**src/pinit_pkg.sv**
```systemverilog
// Contract
// - Internal power-on reset stays active until the bias supply and core supply rail are good and the oscillator is stable.
// - On leaving reset a load cycle copies the rewritable config store into the working registers.
// - After the load the management bus may reconfigure the working registers whatever the enable input shows.
// - In the default mode conversion starts only with enable good, input bus good, load complete and address read.
// - The host-selectable software mode replaces the default pin-based enable condition; the pin-and-software mode requires both.
// - Separate 7-bit base addresses exist for I2C and PMBus, and a base of zero disables only that interface.
// - The stored base addresses default to 0x10 for I2C and 0x40 for PMBus and the strap offset is added to them.
// - During start-up the strap is measured by the 10-bit converter and one of 16 offsets is derived from it.
// - Rising strap resistance maps to offsets +0 to +15, and above 11250 ohms gives +15.
// - Once the address is known each interface answers only to its own computed address.
// - With the ignore-offset bit set both interfaces answer at their plain base addresses.
package pinit_pkg;
  localparam int ADC_W       = 10;
  localparam int ADDR_W      = 7;
  localparam int OFS_W       = 4;
  localparam int NUM_OFS     = 16;
  localparam int DATA_W      = 8;
  localparam int IDX_W       = 2;
  localparam int STORE_WORDS = 3;

  localparam logic [IDX_W-1:0] REG_I2C_BASE   = 2'h0;
  localparam logic [IDX_W-1:0] REG_PMBUS_BASE = 2'h1;
  localparam logic [IDX_W-1:0] REG_CTRL       = 2'h2;
  localparam logic [IDX_W-1:0] REG_STATUS     = 2'h3;

  localparam logic [ADDR_W-1:0] I2C_BASE_RST   = 7'h10;
  localparam logic [ADDR_W-1:0] PMBUS_BASE_RST = 7'h40;
  localparam logic [DATA_W-1:0] CTRL_RST       = 8'h00;
  localparam logic [DATA_W-1:0] CTRL_MASK      = 8'h0F;

  localparam int CTRL_IGNORE_OFS = 0;
  localparam int CTRL_MODE_LSB   = 1;
  localparam int CTRL_SW_ON      = 3;
  localparam logic [1:0] MODE_PIN        = 2'h0;
  localparam logic [1:0] MODE_SW         = 2'h1;
  localparam logic [1:0] MODE_PIN_AND_SW = 2'h2;

  localparam int STAT_LOADED   = 0;
  localparam int STAT_ADDR_RDY = 1;
  localparam int STAT_CONV     = 2;
  localparam int STAT_OFS_LSB  = 4;

  localparam int ADC_FS_OHM  = 16000;
  localparam int ADC_FS_CODE = 1023;
  localparam int STRAP_EDGE_OHM [0:NUM_OFS-2] = '{775, 1295, 1795, 2330, 2925, 3535, 4180, 4880,
                                                  5635, 6510, 7425, 8370, 9315, 10230, 11250};

  typedef enum logic [2:0] {
    st_por, st_load_req, st_load_wait, st_strap_req, st_strap_wait, st_addr_calc, st_ready
  } init_state_e;
endpackage

```
**src/strap_if.sv**
```systemverilog
`timescale 1ns/1ps
interface strap_if;
  import pinit_pkg::*;
  logic [ADC_W-1:0] code;
  logic [OFS_W-1:0] offset;
  modport decoder (input code, output offset);
  modport user (output code, input offset);
endinterface

```
**src/strap_offset_decoder.sv**
```systemverilog
`timescale 1ns/1ps
module strap_offset_decoder
  import pinit_pkg::*;
(
  strap_if.decoder s
);
  logic [NUM_OFS-2:0] above;
  logic [OFS_W-1:0]   cnt;

  // Each edge sits midway between two nominal strap resistors, so a part at tolerance still lands in its slot.
  for (genvar i = 0; i < NUM_OFS - 1; i++) begin : g_edge
    localparam logic [ADC_W-1:0] EDGE_CODE = ADC_W'(STRAP_EDGE_OHM[i] * ADC_FS_CODE / ADC_FS_OHM);
    assign above[i] = s.code > EDGE_CODE;
  end

  always_comb begin
    cnt = '0;
    for (int i = 0; i < NUM_OFS - 1; i++) begin
      cnt = cnt + OFS_W'(above[i]);
    end
  end

  assign s.offset = cnt;
endmodule

```
**src/powerup_init_and_bus_address.sv**
```systemverilog
`timescale 1ns/1ps
module powerup_init_and_bus_address
  import pinit_pkg::*;
#(
  parameter int ADC_BITS = ADC_W
) (
  input  wire logic              mclk_i,
  input  wire logic              sys_rst_i,
  input  wire logic              bias_ok_i,
  input  wire logic              core_supply_rail_ok_i,
  input  wire logic              osc_stable_i,
  input  wire logic              enable_ok_i,
  input  wire logic              input_bus_ok_i,
  output logic                   store_rd_o,
  output logic [IDX_W-1:0]       store_addr_o,
  input  wire logic [DATA_W-1:0] store_data_i,
  input  wire logic              store_valid_i,
  output logic                   adc_start_o,
  input  wire logic              adc_done_i,
  input  wire logic [ADC_W-1:0]  adc_code_i,
  input  wire logic              reg_wr_i,
  input  wire logic              reg_rd_i,
  input  wire logic [IDX_W-1:0]  reg_idx_i,
  input  wire logic [DATA_W-1:0] reg_wdata_i,
  output logic [DATA_W-1:0]      reg_rdata_o,
  output logic                   reg_ack_o,
  input  wire logic [ADDR_W-1:0] i2c_addr_i,
  input  wire logic              i2c_addr_vld_i,
  output logic                   i2c_match_o,
  input  wire logic [ADDR_W-1:0] pmbus_addr_i,
  input  wire logic              pmbus_addr_vld_i,
  output logic                   pmbus_match_o,
  output logic                   por_o,
  output logic                   config_loaded_o,
  output logic                   addr_ready_o,
  output logic                   convert_en_o
);
  if (ADC_BITS != ADC_W) begin : g_bad_adc
    $error("ADC_BITS must equal the converter width of the strap decoder");
  end

  // --------------------------------------------------------------------------
  // Start-up sequence and working registers
  // --------------------------------------------------------------------------
  init_state_e       state, next_state;
  logic [IDX_W-1:0]  idx, next_idx;
  logic [ADDR_W-1:0] i2c_base, next_i2c_base;
  logic [ADDR_W-1:0] pmbus_base, next_pmbus_base;
  logic [DATA_W-1:0] ctrl, next_ctrl;
  logic              loaded, next_loaded;
  logic              addr_rdy, next_addr_rdy;
  logic [ADC_W-1:0]  strap_code, next_strap_code;
  logic [OFS_W-1:0]  ofs, next_ofs;
  logic [ADDR_W-1:0] i2c_eff, next_i2c_eff;
  logic [ADDR_W-1:0] pmbus_eff, next_pmbus_eff;
  logic              i2c_on, next_i2c_on;
  logic              pmbus_on, next_pmbus_on;
  logic              conv, next_conv;
  logic [DATA_W-1:0] rdata, next_rdata;
  logic              ack, next_ack;
  logic              por_hold;
  logic              wr_ok;
  logic [1:0]        mode;
  logic [ADDR_W:0]   i2c_sum;
  logic [ADDR_W:0]   pmbus_sum;
  logic [OFS_W-1:0]  ofs_used;

  strap_if strap ();
  assign strap.code = strap_code;

  strap_offset_decoder u_dec (
    .s (strap.decoder)
  );

  assign por_hold = !(bias_ok_i && core_supply_rail_ok_i && osc_stable_i);
  assign wr_ok    = loaded && reg_wr_i;
  assign mode     = ctrl[CTRL_MODE_LSB +: 2];
  assign ofs_used = ctrl[CTRL_IGNORE_OFS] ? '0 : strap.offset;
  assign i2c_sum   = {1'b0, i2c_base} + {{(ADDR_W + 1 - OFS_W){1'b0}}, ofs_used};
  assign pmbus_sum = {1'b0, pmbus_base} + {{(ADDR_W + 1 - OFS_W){1'b0}}, ofs_used};

  always_comb begin
    next_state      = state;
    next_idx        = idx;
    next_i2c_base   = i2c_base;
    next_pmbus_base = pmbus_base;
    next_ctrl       = ctrl;
    next_loaded     = loaded;
    next_addr_rdy   = addr_rdy;
    next_strap_code = strap_code;
    next_ofs        = ofs;
    next_i2c_eff    = i2c_eff;
    next_pmbus_eff  = pmbus_eff;
    next_i2c_on     = i2c_on;
    next_pmbus_on   = pmbus_on;
    next_ack        = 1'b0;
    next_rdata      = rdata;
    case (state)
      st_por: begin
        if (!por_hold) begin
          next_state = st_load_req;
          next_idx   = '0;
        end
      end
      st_load_req: begin
        next_state = st_load_wait;
      end
      st_load_wait: begin
        if (store_valid_i) begin
          case (idx)
            REG_I2C_BASE:   next_i2c_base   = store_data_i[ADDR_W-1:0];
            REG_PMBUS_BASE: next_pmbus_base = store_data_i[ADDR_W-1:0];
            default:        next_ctrl       = store_data_i & CTRL_MASK;
          endcase
          if (idx == IDX_W'(STORE_WORDS - 1)) begin
            next_loaded = 1'b1;
            next_state  = st_strap_req;
          end else begin
            next_idx   = idx + 1'b1;
            next_state = st_load_req;
          end
        end
      end
      st_strap_req: begin
        next_state = st_strap_wait;
      end
      st_strap_wait: begin
        if (adc_done_i) begin
          next_strap_code = adc_code_i;
          next_state      = st_addr_calc;
        end
      end
      st_addr_calc: begin
        next_ofs       = strap.offset;
        next_i2c_eff   = i2c_sum[ADDR_W-1:0];
        next_pmbus_eff = pmbus_sum[ADDR_W-1:0];
        next_i2c_on    = i2c_base != '0;
        next_pmbus_on  = pmbus_base != '0;
        next_addr_rdy  = 1'b1;
        next_state     = st_ready;
      end
      st_ready: begin
      end
      default: begin
        next_state = st_por;
      end
    endcase
    // Host writes are refused until the load completes, so the store cannot overwrite a host value.
    if (wr_ok) begin
      next_ack = 1'b1;
      case (reg_idx_i)
        REG_I2C_BASE:   next_i2c_base   = reg_wdata_i[ADDR_W-1:0];
        REG_PMBUS_BASE: next_pmbus_base = reg_wdata_i[ADDR_W-1:0];
        REG_CTRL:       next_ctrl       = reg_wdata_i & CTRL_MASK;
        default:        next_ack        = 1'b1;
      endcase
    end else if (loaded && reg_rd_i) begin
      next_ack = 1'b1;
      case (reg_idx_i)
        REG_I2C_BASE:   next_rdata = {1'b0, i2c_base};
        REG_PMBUS_BASE: next_rdata = {1'b0, pmbus_base};
        REG_CTRL:       next_rdata = ctrl;
        default:        next_rdata = {ofs, 1'b0, conv, addr_rdy, loaded};
      endcase
    end
    if (por_hold) begin
      next_state      = st_por;
      next_idx        = '0;
      next_i2c_base   = I2C_BASE_RST;
      next_pmbus_base = PMBUS_BASE_RST;
      next_ctrl       = CTRL_RST;
      next_loaded     = 1'b0;
      next_addr_rdy   = 1'b0;
      next_ack        = 1'b0;
    end
  end

  // Conversion gate: the pin condition is the default, software mode replaces it, pin-and-software mode needs both.
  always_comb begin
    case (mode)
      MODE_SW:         next_conv = ctrl[CTRL_SW_ON];
      MODE_PIN_AND_SW: next_conv = ctrl[CTRL_SW_ON] && enable_ok_i;
      default:         next_conv = enable_ok_i;
    endcase
    next_conv = next_conv && input_bus_ok_i && loaded && addr_rdy && !por_hold;
  end

  always_ff @(posedge mclk_i) begin
    if (sys_rst_i) begin
      state      <= st_por;
      idx        <= '0;
      i2c_base   <= I2C_BASE_RST;
      pmbus_base <= PMBUS_BASE_RST;
      ctrl       <= CTRL_RST;
      loaded     <= 1'b0;
      addr_rdy   <= 1'b0;
      strap_code <= '0;
      ofs        <= '0;
      i2c_eff    <= '0;
      pmbus_eff  <= '0;
      i2c_on     <= 1'b0;
      pmbus_on   <= 1'b0;
      conv       <= 1'b0;
      rdata      <= '0;
      ack        <= 1'b0;
    end else begin
      state      <= next_state;
      idx        <= next_idx;
      i2c_base   <= next_i2c_base;
      pmbus_base <= next_pmbus_base;
      ctrl       <= next_ctrl;
      loaded     <= next_loaded;
      addr_rdy   <= next_addr_rdy;
      strap_code <= next_strap_code;
      ofs        <= next_ofs;
      i2c_eff    <= next_i2c_eff;
      pmbus_eff  <= next_pmbus_eff;
      i2c_on     <= next_i2c_on;
      pmbus_on   <= next_pmbus_on;
      conv       <= next_conv;
      rdata      <= next_rdata;
      ack        <= next_ack;
    end
  end

  // --------------------------------------------------------------------------
  // Outputs
  // --------------------------------------------------------------------------
  assign por_o           = state == st_por;
  assign store_rd_o      = state == st_load_req;
  assign store_addr_o    = idx;
  assign adc_start_o     = state == st_strap_req;
  assign config_loaded_o = loaded;
  assign addr_ready_o    = addr_rdy;
  assign convert_en_o    = conv;
  assign reg_rdata_o     = rdata;
  assign reg_ack_o       = ack;
  // A base written after start-up never moves the matched address; the next start-up reloads the store, keeping the address stable on the wire.
  assign i2c_match_o   = addr_rdy && i2c_on && i2c_addr_vld_i && (i2c_addr_i == i2c_eff);
  assign pmbus_match_o = addr_rdy && pmbus_on && pmbus_addr_vld_i && (pmbus_addr_i == pmbus_eff);

  // --------------------------------------------------------------------------
  // Checks
  // --------------------------------------------------------------------------
  localparam logic [ADC_W-1:0] TOP_EDGE_CODE = ADC_W'(STRAP_EDGE_OHM[NUM_OFS-2] * ADC_FS_CODE / ADC_FS_OHM);
endmodule

```
**config.mk**
```make
export PLATFORM = sky130hd
export DESIGN_NAME = powerup_init_and_bus_address
export DESIGN_NICKNAME = d
export VERILOG_FILES = /design/src/pinit_pkg.sv /design/src/strap_if.sv /design/src/strap_offset_decoder.sv /design/src/powerup_init_and_bus_address.sv
export SDC_FILE = /design/constraint.sdc
export NUM_CORES = 1
export LEC_CHECK = 0
export BUFFER_PORTS_ARGS = -buffer_cell sky130_fd_sc_hd__buf_2
export CAP_MARGIN = 20
export CORE_ASPECT_RATIO = 1.75
export CORE_MARGIN = 8
export CORE_UTILIZATION = 61
export CTS_CLUSTER_SIZE = 24
export DETAILED_ROUTE_END_ITERATION = 8
export GPL_ROUTABILITY_DRIVEN = 0
export HOLD_SLACK_MARGIN = 0.05
export PLACE_DENSITY = 0.86
export SETUP_SLACK_MARGIN = 0.05
export SYNTH_ARGS = -nofsm -noshare
export SYNTH_HDL_FRONTEND = slang
export SYNTH_SLANG_ARGS = --single-unit
```
**constraint.sdc**
```tcl
create_clock -name mclk_i -period 12.1 [get_ports mclk_i]
set_clock_uncertainty 0.15 [all_clocks]
set_input_delay 1.815 -clock mclk_i [delete_from_list [all_inputs] [get_ports mclk_i]]
set_output_delay 1.815 -clock mclk_i [all_outputs]
set_load 0.03 [all_outputs]
```
# ---- Yosys cells after proc, flatten, opt, wreduce, memory -nomap -nowiden
# Index checks and enable logic that the tools add are counted.
# Widths: inputs -> output; s select.
dict set report word_totals {
  in_bits 55
  output_inout_bits 19
  reg_bits 69
}
dict set report op_classes {
  n_bitwise 3
  eq_ne 17
  n_lt_le_gt_ge 15
  n_addsub 17
  n_mux 27
  n_reduce_logical 28
}
# operator count
set op_table {}
lappend op_table {{$mux 7} 10}
lappend op_table {{$add 4x1->4} 13}
lappend op_table {{$gt 10x9->1 const B} 5}
lappend op_table {{$gt 10x10->1 const B} 4}
lappend op_table {{$mux 8} 5}
lappend op_table {{$gt 10x8->1 const B} 3}
lappend op_table {{$pmux 8 s3} 1}
lappend op_table {{$pmux 3 s7} 1}
lappend op_table {{$gt 10x7->1 const B} 2}
lappend op_table {{$logic_and 1x1->1} 15}
lappend op_table {{$add 7x4->7} 2}
lappend op_table {{$eq 7x7->1} 2}
lappend op_table {{$reduce_bool 7->1} 2}
lappend op_table {{$gt 10x6->1 const B} 1}
lappend op_table {{$eq 3x3->1 const B} 3}
lappend op_table {{$reduce_and 3->1} 3}
lappend op_table {{$eq 2x1->1 const B} 3}
lappend op_table {{$eq 2x2->1 const B} 3}
lappend op_table {{$eq 3x2->1 const B} 2}
lappend op_table {{$mux 2} 3}
lappend op_table {{$mux 3} 2}
lappend op_table {{$ne 2x2->1 const B} 3}
lappend op_table {{$logic_not 2->1} 2}
lappend op_table {{$mux 4} 1}
lappend op_table {{other kinds (11)} 16}

# ---- Logic depth before layout (Yosys ltp)
# Gate-level depths: netlist of run 1.
dict set report logic_depth {
  ltp_word 17
  ltp_mapped 24
  depth_no_buf 23
}

# ---- Cells and area by module
# A second synthesis of run 1 with hierarchy kept.
dict set report hier_totals {
  hier_cells 519
  area_unflattened_um2 4331.7
}
# mod cells_per_inst instances area_each_um2
set by_module_without_submodules {}
lappend by_module_without_submodules {powerup_init_and_bus_address 433 1 3644.7}
lappend by_module_without_submodules {strap_offset_decoder 86 1 686.9}

# ---- Least setup slack after synthesis of run 1
# Ideal clock, no wire load.
dict set report synth_timing {
  path_kind {flip-flop to flip-flop}
  start {register strap_code[8], in the netlist strap.code[8]}
  end {register i2c_eff[4]}
  slack_ns 6.062
  setup_ns 0.122
  path_stages_with_launch 21
  n_path_buf 2
  arrival_ns 5.766
  period_less_slack_ns 6.038
  path_cell_list {dfxtp_1 -> buf_4 -> or2_2 -> clkbuf_1 -> or4_1 -> ha_1 -> inv_1 -> fa_1 -> fa_1 -> fa_1 -> fa_1 -> inv_1 -> ha_1 -> fa_1 -> nand2b_1 -> inv_1 -> fa_1 -> a21o_1 -> a21oi_1 -> nor4_1 -> a311o_1}
}
dict set report synth_between {
  elab_chain_len 17
  word_cells_on_any_way 31
  classes_between {15 x add/sub; 15 x order compare; 1 x mux}
}
# item line_no
set synth_rtl {}
lappend synth_rtl {{start: declaration} powerup_init_and_bus_address.sv:52} ;# logic [ADC_W-1:0] strap_code, next_strap_code;
lappend synth_rtl {{start signal: assignment} powerup_init_and_bus_address.sv:214} ;# strap_code <= next_strap_code;
lappend synth_rtl {{$gt 10x6->1 / $gt 10x7->1 (equally long branches)} strap_offset_decoder.sv:13} ;# assign above[i] = s.code > EDGE_CODE;
lappend synth_rtl {{$add 1x1->2} strap_offset_decoder.sv:19} ;# cnt = cnt + OFS_W'(above[i]);
lappend synth_rtl {{$add 4x1->4 (12 in series)} strap_offset_decoder.sv:19}
lappend synth_rtl {{$add 4x1->4 *} strap_offset_decoder.sv:19}
lappend synth_rtl {{via strap.offset[1]} strap_if.sv:5} ;# logic [OFS_W-1:0] offset;
lappend synth_rtl {{$mux 4 *} powerup_init_and_bus_address.sv:78} ;# assign ofs_used = ctrl[CTRL_IGNORE_OFS] ? '0 : strap.offset;
lappend synth_rtl {{$add 7x4->7 *} powerup_init_and_bus_address.sv:79} ;# assign i2c_sum = {1'b0, i2c_base} + {{(ADDR_W + 1 - OFS_W){1'b0}}, ofs_used};
lappend synth_rtl {{end signal: assignment} powerup_init_and_bus_address.sv:216} ;# i2c_eff <= next_i2c_eff;
lappend synth_rtl {{end: declaration} powerup_init_and_bus_address.sv:54} ;# logic [ADDR_W-1:0] i2c_eff, next_i2c_eff;
# The timed path passes the listed nets; every way through them passes the cells marked *.
# A chain may end at the register's enable or synchronous reset.

# ---- Final worst setup path of run 1
dict set report layout_timing {
  start {register strap_code[9], in the netlist strap.code[9]}
  end {register i2c_eff[4]}
}
# Same word-level chain as after synthesis.

==> impl_metrics.env, run 1 <==
export IMPL_status="finished, final reports clean"
export IMPL_htreeDepth=3
export IMPL_grt_use_met3_pct=6.17
export IMPL_start_util_pct=61.7
export IMPL_core_um2=6760
export IMPL_insertion_delay_ns=0.34
export IMPL_cp_startpoint="strap.code[9]"
export IMPL_hp_class="flip-flop to flip-flop"
export IMPL_die_y_um=125
export IMPL_placed_area_um2=4520
export IMPL_grt_busiest_layer="met2"
export IMPL_diodes=0
export IMPL_leakagePower_nw=2.13
export IMPL_fin_util_pct=71.1
export IMPL_seq_area_um2=1380
export IMPL_grt_max_degree=41
export IMPL_worstPathRequired_ns=12.17
export IMPL_syn_nets=577
export IMPL_grt_pass1_wl_um=18400
export IMPL_crit_type="flip-flop to flip-flop"
export IMPL_final_cell_area_um2=4800
export IMPL_holdBufCountCts=0
export IMPL_areaGrowthSynthToFinish_pct=15.2
export IMPL_cts_setup_buffers=0
export IMPL_fp_row_count=40
export IMPL_grtUsageTotal_pct=23.3
export IMPL_min_period_ns=6.37
export IMPL_die_width_um=78.5
export IMPL_cts_tree="yes"
export IMPL_syn_area_um2=4170
export IMPL_ys_seq_area_share_pct=33.1
export IMPL_ant_nets=0
export IMPL_ys_flop_type="dfxtp_1"
export IMPL_met2_usage_pct=40.7
export IMPL_max_stage_delay_ns=0.55
export IMPL_power_density_nw_per_um2=104
export IMPL_dieArea_um2=9840
export IMPL_cts_buffer_depth=2
export IMPL_crit_top_cell="fa_1"
export IMPL_grt_pass1_vias=3974
export IMPL_r2r_setup_slack_ns=5.73
export IMPL_peakVddDrop_uv=88.1
export IMPL_ys_seq_elements=69
export IMPL_fillers=530
export IMPL_setup_worst_path_end="i2c_eff[4]"
export IMPL_rsz0062_at_grt="false"
export IMPL_setup_viol=0
export IMPL_ys_warnings_count=0
export IMPL_worst_slew_pin_transition_ns=1.02
export IMPL_drc=0
export IMPL_setup_tns_ns=0
export IMPL_power_frac_clock_pct=50.1
export IMPL_routedWlPerCell_um=17.5
export IMPL_avgViaCountPerCell=6.18
export IMPL_r2r_end="i2c_eff[4]"
export IMPL_gr_total_overflow=0
export IMPL_ios=74
export IMPL_cts_root_buf="clkbuf_16"
export IMPL_slew_headroom_pct=31.2
export IMPL_final_cell_mix="buf_2, nand2_1, dfxtp_1"
export IMPL_clock_sinks=69
export IMPL_maxSlewViolCount=0
export IMPL_startpoint_type="flip-flop"
export IMPL_place_hpwl_um=8500
export IMPL_vias=3925
export IMPL_critPathSlowestCell="fa_1"
export IMPL_use_met1_pct=22.9
export IMPL_reg2reg_from="strap.code[9]"
export IMPL_syn_inst=492
export IMPL_crit_arrival_ns=6.44
export IMPL_wirelength_um=11100
export IMPL_cts_buffers=9
export IMPL_drtIter0Drc=239
export IMPL_multi_input_area_um2=2590
export IMPL_end_kind="flip-flop"
export IMPL_rr_worst_depth=18
export IMPL_io_buffer_count=71
export IMPL_mostFrequentLayoutCell="buf_2"
export IMPL_clkTransAtPathRegs_ns=0.06
export IMPL_p_int_w=0.000387
export IMPL_antenna_found_initial=0
export IMPL_power_frac_seq_pct=45.6
export IMPL_power_share_combinational_pct=4.4
export IMPL_synth_cell_type_count=58
export IMPL_sw_frac_of_total_pct=22.6
export IMPL_fin_crit_sh_pct=52.6
export IMPL_final_hold_violation_count=0
export IMPL_drive_gt1_share_pct=18.1
export IMPL_firstDrtPassIters=5
export IMPL_fmax_mhz=157
export IMPL_max_cap_viol_count=0
export IMPL_path_max_fanout=11
export IMPL_crit_chain="or2_2 > or4_1 > ha_1 > inv_1 > fa_1 > fa_1 > fa_1 > fa_1 > inv_1 > ha_1 > fa_1 > nand2b_1 > inv_1 > fa_1 > a21o_1 > a21oi_1 > nor4_1 > a311o_1"
export IMPL_syn_avg_cell_area_um2=8.48
export IMPL_async_reset_ff_share_pct=0
export IMPL_post_cts_resized=0
export IMPL_p_sw_w=0.000113
export IMPL_synth_edf_count=0
export IMPL_num_nets_final=631
[worst max-delay path, delay by kind of cell (launching register included)]
kind / cells / cell delay, ns
flip-flops: 1 / 0.41
buffers and inverters: 3 / 0.20
AND/OR/NAND/NOR: 4 / 1.11
AO/OA/AOI/OAI: 3 / 0.79
adder cells (fa/ha/maj): 8 / 3.57
[cell type report]
class | count | area share (%)
clock inverters | 5 | 0.703
repair buffers | 72 | 7.55
flip-flops and latches | 69 | 28.7
multi-input cells | 372 | 53.8
clock buffers | 11 | 5.26
well taps | 84 | 2.19
inverters | 22 | 1.72
[power groups by stage]
stage,registers (W),logic (W),clock network (W)
3_5_place_dp,0.000233,0.0000215,0
6_report,0.000228,0.0000217,0.000250
2_1_floorplan,0.000232,0.00000985,0
3_3_place_gp,0.000233,0.0000208,0
5_1_grt,0.000228,0.0000237,0.000265
4_1_cts,0.000228,0.0000217,0.000253
[Yosys cell counts, types with 11 or more instances]
cell      count  area, um^2
inv_1        22        82.6
a21oi_1      53         265
mux2i_1      19         190
nor3_1       11        55.1
xnor2_1      14         123
clkbuf_1     27         101
nor2_1       30         113
ha_1         19         238
nand2_1      69         259
fa_1         11         220
o21ai_0      27         135
dfxtp_1      69        1380
[sequential cells by signal, indices dropped and copies added, names as in the netlist]
name             cells
addr_ready_o         1
config_loaded_o      1
convert_en_o         1
ctrl                 8
i2c_base             7
i2c_eff              7
i2c_on               1
ofs                  4
pmbus_base           7
pmbus_eff            7
pmbus_on             1
reg_ack_o            1
reg_rdata_o          8
state                3
store_addr_o         2
strap.code          10
[layer usage]
| metal | part of all wire (%) | wire length [um] |
|---|---|---|
| met4 | 5.6 | 624 |
| met2 | 54 | 6000 |
| met1 | 35 | 3860 |
| met3 | 5.5 | 606 |
| met5 | 0 | 0 |
[cell families after synthesis]
group / after synthesis / share of synthesized area, %
fa+ha+maj: 30 / 11.0
flops: 69 / 33.1
mux: 26 / 7.80
simple gates: 170 / 20.2
xor+xnor: 20 / 4.20
buf+inv: 51 / 4.86
compound gates: 126 / 18.8
[worst min path at each step]
stage | start | end | slack (ns) | cells after the start
2_1_floorplan | ctrl[4] | ctrl[4] | 0.27 | 1
3_3_place_gp | ctrl[4] | ctrl[4] | 0.29 | 1
3_5_place_dp | ctrl[4] | ctrl[4] | 0.30 | 1
4_1_cts | reg_rdata_o[7] | reg_rdata_o[7] | 0.31 | 2
5_1_grt | reg_rdata_o[2] | reg_rdata_o[2] | 0.33 | 2
6_report | reg_rdata_o[7] | reg_rdata_o[7] | 0.31 | 2
[stage by stage]
stage	setup slack (ns)	hold slack, ns	power [W]	instances
2_1_floorplan	6.06	0.274	0.000242	492
3_5_place_dp	5.77	0.297	0.000254	619
3_3_place_gp	5.89	0.286	0.000253	619
5_1_grt	5.48	0.331	0.000516	635
4_1_cts	5.74	0.307	0.000502	635
6_report	5.73	0.307	0.000500	635
(Power assumes the default switching activity.)
==> run 2: changes to the inputs <==
- ABC_AREA: not set -> 1
- CORE_UTILIZATION: 61 -> 57
- PLACE_DENSITY: 0.86 -> 0.8
- clock period: 12.1 -> 6.3 ns (I/O delays scaled with it)
==> impl_metrics.env, run 2 <==
export IMPL_synth_edf_count=0
export IMPL_antenna_found_initial=0
export IMPL_cts_buffer_depth=2
export IMPL_largest_reg_flops=10
export IMPL_power_frac_seq_pct=40.7
export IMPL_syn_avg_cell_area_um2=6.86
export IMPL_power_share_combinational_pct=4.6
export IMPL_p_sw_w=0.000220
export IMPL_cts_root_buf="clkbuf_16"
export IMPL_cts_buffers=9
export IMPL_finalWorstSetupSlack_ns=0.498
export IMPL_drc=0
export IMPL_dieArea_um2=11300
export IMPL_synthTopCellsByCount="nand2_1, inv_1, dfxtp_1"
export IMPL_ant_nets=0
export IMPL_crit_type="flip-flop to flip-flop"
export IMPL_crit_arrival_ns=5.87
export IMPL_leakagePower_nw=2.70
export IMPL_ys_warnings_count=0
export IMPL_mostFrequentLayoutCell="nand2_1"
export IMPL_power_density_nw_per_um2=202
export IMPL_final_cells=830
export IMPL_gr_total_overflow=0
export IMPL_startpoint_type="flip-flop"
export IMPL_num_nets_final=820
export IMPL_fillers=693
export IMPL_drive_gt1_share_pct=16.1
export IMPL_power_frac_clock_pct=54.7
export IMPL_sw_frac_of_total_pct=20.5
export IMPL_worstPathRequired_ns=6.37
export IMPL_slew_headroom_pct=42.6
export IMPL_seq_area_um2=1380
export IMPL_wirelength_um=12900
export IMPL_core_um2=7860
export IMPL_peakVddDrop_uv=168
export IMPL_maxSlewViolCount=0
export IMPL_clkTransAtPathRegs_ns=0.06
export IMPL_cts_tree="yes"
export IMPL_start_util_pct=58.5
export IMPL_rsz0062_at_grt="false"
export IMPL_ys_seq_elements=69
export IMPL_grt_max_degree=38
export IMPL_worst_slew_pin_transition_ns=0.858
export IMPL_fin_crit_sh_pct=92.1
export IMPL_fp_row_count=43
export IMPL_multi_input_area_um2=2690
export IMPL_hp_class="flip-flop to flip-flop"
export IMPL_vias=4814
export IMPL_syn_nets=755
export IMPL_setup_viol=0
export IMPL_ys_seq_area_share_pct=30.1
export IMPL_fmax_mhz=172
export IMPL_p_int_w=0.000853
export IMPL_ys_flop_type="dfxtp_1"
export IMPL_routedWlPerCell_um=15.6
export IMPL_firstDrtPassIters=5
export IMPL_final_cell_mix="nand2_1, inv_1, buf_2"
export IMPL_diodes=0
export IMPL_synth_area_leaders="dfxtp_1, nand2_1, inv_1, nand3_1, o21ai_0"
export IMPL_syn_inst=670
export IMPL_synth_most_common_cell="nand2_1"
export IMPL_areaGrowthSynthToFinish_pct=15.9
export IMPL_die_width_um=83.9
export IMPL_power_total_w=0.00107
export IMPL_synth_top_area_share_pct=30.1
export IMPL_status="finished, final reports clean"
export IMPL_yosys_area_top_type="dfxtp_1"
export IMPL_ios=74
export IMPL_insertion_delay_ns=0.33
export IMPL_htreeDepth=3
export IMPL_avgViaCountPerCell=5.80
export IMPL_max_cap_viol_count=0
export IMPL_min_period_ns=5.80
export IMPL_clock_sinks=69
export IMPL_async_reset_ff_share_pct=0
export IMPL_cts_setup_buffers=0
export IMPL_grt_pass1_vias=4703
export IMPL_final_hold_violation_count=0
export IMPL_drtIter0Drc=311
export IMPL_io_buffer_count=71
export IMPL_setup_tns_ns=0
export IMPL_dp_worst_setup_slack_ns=0.462
export IMPL_grtUsageTotal_pct=23.1
export IMPL_place_hpwl_um=9900
export IMPL_syn_area_um2=4590
export IMPL_dp_cells=814
export IMPL_grt_pass1_wl_um=21500
export IMPL_end_kind="flip-flop"
export IMPL_synth_cell_type_count=41
export IMPL_path_max_fanout=6
export IMPL_die_y_um=135
==> run 2: changes by cell type after synthesis, sizes merged, moves of 14 or more <==
cell | previous run | this run
a21oi | 53 | 39
clkbuf | 27 | 5
inv | 22 | 111
mux2i | 19 | 0
nand2 | 69 | 143
nand3 | 7 | 59
nor2 | 30 | 58
o21ai | 27 | 69
==> run 2: timing repair <==
action	CTS	global route
hold endpoints to repair	0	0
hold buffers	0	0
gates resized for setup	0	3
setup endpoints to repair	0	2
==> run 2: worst paths after layout <==
kind | slack, ns | to | start | depth (start not counted)
setup / recovery | 0.50 | i2c_eff[4] | strap.code[8] | 24
hold reg to reg | 0.29 | ctrl[6] | ctrl[6] | 2
hold / removal | 0.29 | ctrl[6] | ctrl[6] | 2
setup reg to reg | 0.50 | i2c_eff[4] | strap.code[8] | 24
==> run 2: cell families after synthesis <==
logic type	synth area share (%)
DFF	30.1
AOI/OAI and AO/OA	16.8
adders and majority gates	9.97
xor gates and xnor gates	2.10
and+or+nand+nor	29.6
buffers and inverters	11.4
==> run 2: power by group through the flow <==
stage | clock network [W] | registers, W | logic, W
2_1_floorplan | 0 | 0.000446 | 0.0000235
3_5_place_dp | 0 | 0.000447 | 0.0000480
3_3_place_gp | 0 | 0.000447 | 0.0000471
5_1_grt | 0.000610 | 0.000437 | 0.0000537
6_report | 0.000587 | 0.000437 | 0.0000489
4_1_cts | 0.000590 | 0.000437 | 0.0000486
==> run 2: layout make-up <==
type	count	share of cell area, %
Clock inverter	6	2.07
Multi-Input combinational cell	471	50.5
Inverter	111	7.87
Timing Repair Buffer	73	6.96
Tap cell	90	2.12
Sequential cell	69	26.0
Clock buffer	10	4.49
==> run 2: through the flow <==
stage	instance area, um^2	hold slack, ns	utilization [%]
final	5320	0.288	67.8
after global routing	5320	0.323	67.8
after CTS	5320	0.289	67.7
after detailed placement	4970	0.282	63.3
after global placement	4970	0.278	63.3
after floorplan	4590	0.269	-
==> run 2: metal layers <==
layer / global-route usage (%) / vias up / share of wire, %
met1: 22.1 / 2257 / 36
met4: 14.3 / 0 / 5.0
met3: 4.64 / 55 / 4.8
met5: 0 / - / 0
met2: 43.5 / 176 / 54
li1: - / 2326 / -
==> run 2: worst max-delay path, stage by stage, from the launching register on <==
cell	delay, ns
dfxtp_1	0.37
nor2_2	0.19
inv_2	0.10
or2_2	0.29
nor2_1	0.08
a21oi_1	0.07
ha_1	0.27
inv_1	0.05
fa_1	0.51
fa_1	0.54
fa_1	0.54
fa_1	0.55
inv_1	0.04
ha_1	0.22
fa_1	0.46
inv_1	0.10
nor2_2	0.05
buf_4	0.16
fa_1	0.42
nand3_1	0.12
nand2_1	0.09
nand2_1	0.07
nand3_1	0.07
o211ai_1	0.11
inv_1	0.06
==> run 3: changes to the inputs <==
- CORE_ASPECT_RATIO: 1.75 -> not set
- CTS_CLUSTER_SIZE: 24 -> 12
- MAX_ROUTING_LAYER: not set -> met4
==> impl_metrics.env, run 3 (synthesized netlist as in run 2, its figures left out) <==
export IMPL_crit_arrival_ns=5.95
export IMPL_leakagePower_nw=2.66
export IMPL_use_met1_pct=26.1
export IMPL_ant_nets=0
export IMPL_cts_buffers=9
export IMPL_vias=4581
export IMPL_finalWorstSetupSlack_ns=0.453
export IMPL_maxSlewViolCount=0
export IMPL_sw_frac_of_total_pct=22.6
export IMPL_place_hpwl_um=9190
export IMPL_power_density_nw_per_um2=178
export IMPL_mostFrequentLayoutCell="nand2_1"
export IMPL_hp_class="flip-flop to flip-flop"
export IMPL_grt_pass1_wl_um=20300
export IMPL_power_frac_clock_pct=48.0
export IMPL_areaGrowthSynthToFinish_pct=13.8
export IMPL_clkTransAtPathRegs_ns=0.08
export IMPL_grt_max_degree=38
export IMPL_max_cap_viol_count=0
export IMPL_peakVddDrop_uv=112
export IMPL_slew_headroom_pct=44.7
export IMPL_power_frac_seq_pct=46.8
export IMPL_core_um2=7770
export IMPL_htreeDepth=3
export IMPL_antenna_found_initial=0
export IMPL_drive_gt1_share_pct=15.8
export IMPL_diodes=0
export IMPL_end_kind="flip-flop"
export IMPL_avgViaCountPerCell=5.45
export IMPL_start_util_pct=59.1
export IMPL_status="finished, final reports clean"
export IMPL_crit_type="flip-flop to flip-flop"
export IMPL_dp_worst_setup_slack_ns=0.463
export IMPL_final_cell_mix="nand2_1, inv_1, buf_2"
export IMPL_die_y_um=106
export IMPL_grtUsageTotal_pct=22.2
export IMPL_grt_use_met3_pct=4.32
export IMPL_setup_tns_ns=0
export IMPL_largest_reg_flops=10
export IMPL_power_share_combinational_pct=5.2
export IMPL_final_hold_violation_count=0
export IMPL_setup_viol=0
export IMPL_firstDrtPassIters=4
export IMPL_io_buffer_count=71
export IMPL_drc=0
export IMPL_drtIter0Drc=272
export IMPL_p_int_w=0.000721
export IMPL_wirelength_um=11700
export IMPL_rsz0062_at_grt="false"
export IMPL_min_period_ns=5.85
export IMPL_ios=74
export IMPL_path_max_fanout=6
export IMPL_insertion_delay_ns=0.35
export IMPL_met2_usage_pct=36.8
export IMPL_fmax_mhz=171
export IMPL_cts_tree="yes"
export IMPL_grt_pass1_vias=4525
export IMPL_p_sw_w=0.000211
export IMPL_clock_sinks=69
export IMPL_routedWlPerCell_um=14.0
export IMPL_cts_buffer_depth=2
export IMPL_fin_crit_sh_pct=92.8
export IMPL_num_nets_final=819
export IMPL_die_width_um=106
export IMPL_gr_total_overflow=0
export IMPL_dieArea_um2=11200
export IMPL_cts_root_buf="clkbuf_8"
export IMPL_worst_slew_pin_transition_ns=0.826
export IMPL_startpoint_type="flip-flop"
export IMPL_grt_busiest_layer="met2"
export IMPL_worstPathRequired_ns=6.40
export IMPL_fp_row_count=32
==> run 3: cell types whose count changed in the layout (fill, tap and decap cells not counted) <==
cell,previous run,this run
clkbuf_8,1,9
clkinvlp_4,2,0
inv_6,0,1
clkinv_4,0,2
inv_2,7,6
inv_1,103,104
clkbuf_16,9,0
buf_4,2,1
==> run 3: what timing repair did <==
action | CTS | global route
buffers inserted | 0 | 0
gates resized for setup | 0 | 2
hold buffers | 0 | 0
endpoints found under the setup margin | 0 | 2
==> run 3: worst paths after layout <==
path	end	slack, ns	cells past startpoint	start
worst min-delay path	ctrl[6]	0.29	2	ctrl[6]
worst max register to register	pmbus_eff[6]	0.45	26	strap.code[8]
worst max-delay path	pmbus_eff[6]	0.45	26	strap.code[8]
worst min register to register	ctrl[6]	0.29	2	ctrl[6]
==> run 3: area by class of cell <==
class	count	area, um^2
clock inverter	7	121
timing repair buffer	72	363
clock buffer	9	124
sequential	69	1380
tap	102	128
inverter	111	419
fill	715	2540
multi-input combinational	471	2690
==> run 3: power by group through the flow <==
stage,registers [W],logic [W],clock network (W)
after floorplan,0.000446,0.0000235,0
after global placement,0.000447,0.0000468,0
after detailed placement,0.000447,0.0000482,0
after CTS,0.000436,0.0000483,0.000453
after global routing,0.000436,0.0000538,0.000474
final,0.000436,0.0000485,0.000447
==> run 3: critical path, cell delays in order (launching register included) <==
cell and delay, ns:
dfxtp_1 0.37, nor2_2 0.16, inv_1 0.11, or2_2 0.31
nor2_1 0.10, a21oi_1 0.08, ha_1 0.28, inv_1 0.05
fa_1 0.51, fa_1 0.52, fa_1 0.54, fa_1 0.56
inv_1 0.05, ha_1 0.21, fa_1 0.49, inv_1 0.05
nor2_1 0.13, inv_1 0.08, fa_1 0.43, inv_1 0.07
nand3_1 0.08, nand2_1 0.12, nand2_1 0.06, nand2_1 0.05
nand3_1 0.06, nand2_1 0.07, inv_1 0.03
==> run 3: per-layer routing <==
layer | wire length [um] | up-vias | share of wire [%]
met4 | 299 | 0 | 2.5
met3 | 592 | 27 | 5.0
li1 | - | 2314 | -
met2 | 5720 | 117 | 49
met1 | 5120 | 2123 | 44
met5 | 0 | - | 0
==> run 3: through the flow <==
step           hold WS [ns]  power [W]  cells  util (%)  area [um^2]
2_1_floorplan         0.269   0.000470    670         -         4590
3_3_place_gp          0.277   0.000493    825      64.1         4980
3_5_place_dp          0.284   0.000495    825      64.1         4980
4_1_cts               0.296   0.000937    841      67.2         5220
5_1_grt               0.328   0.000964    841      67.3         5230
6_report              0.295   0.000932    841      67.3         5230
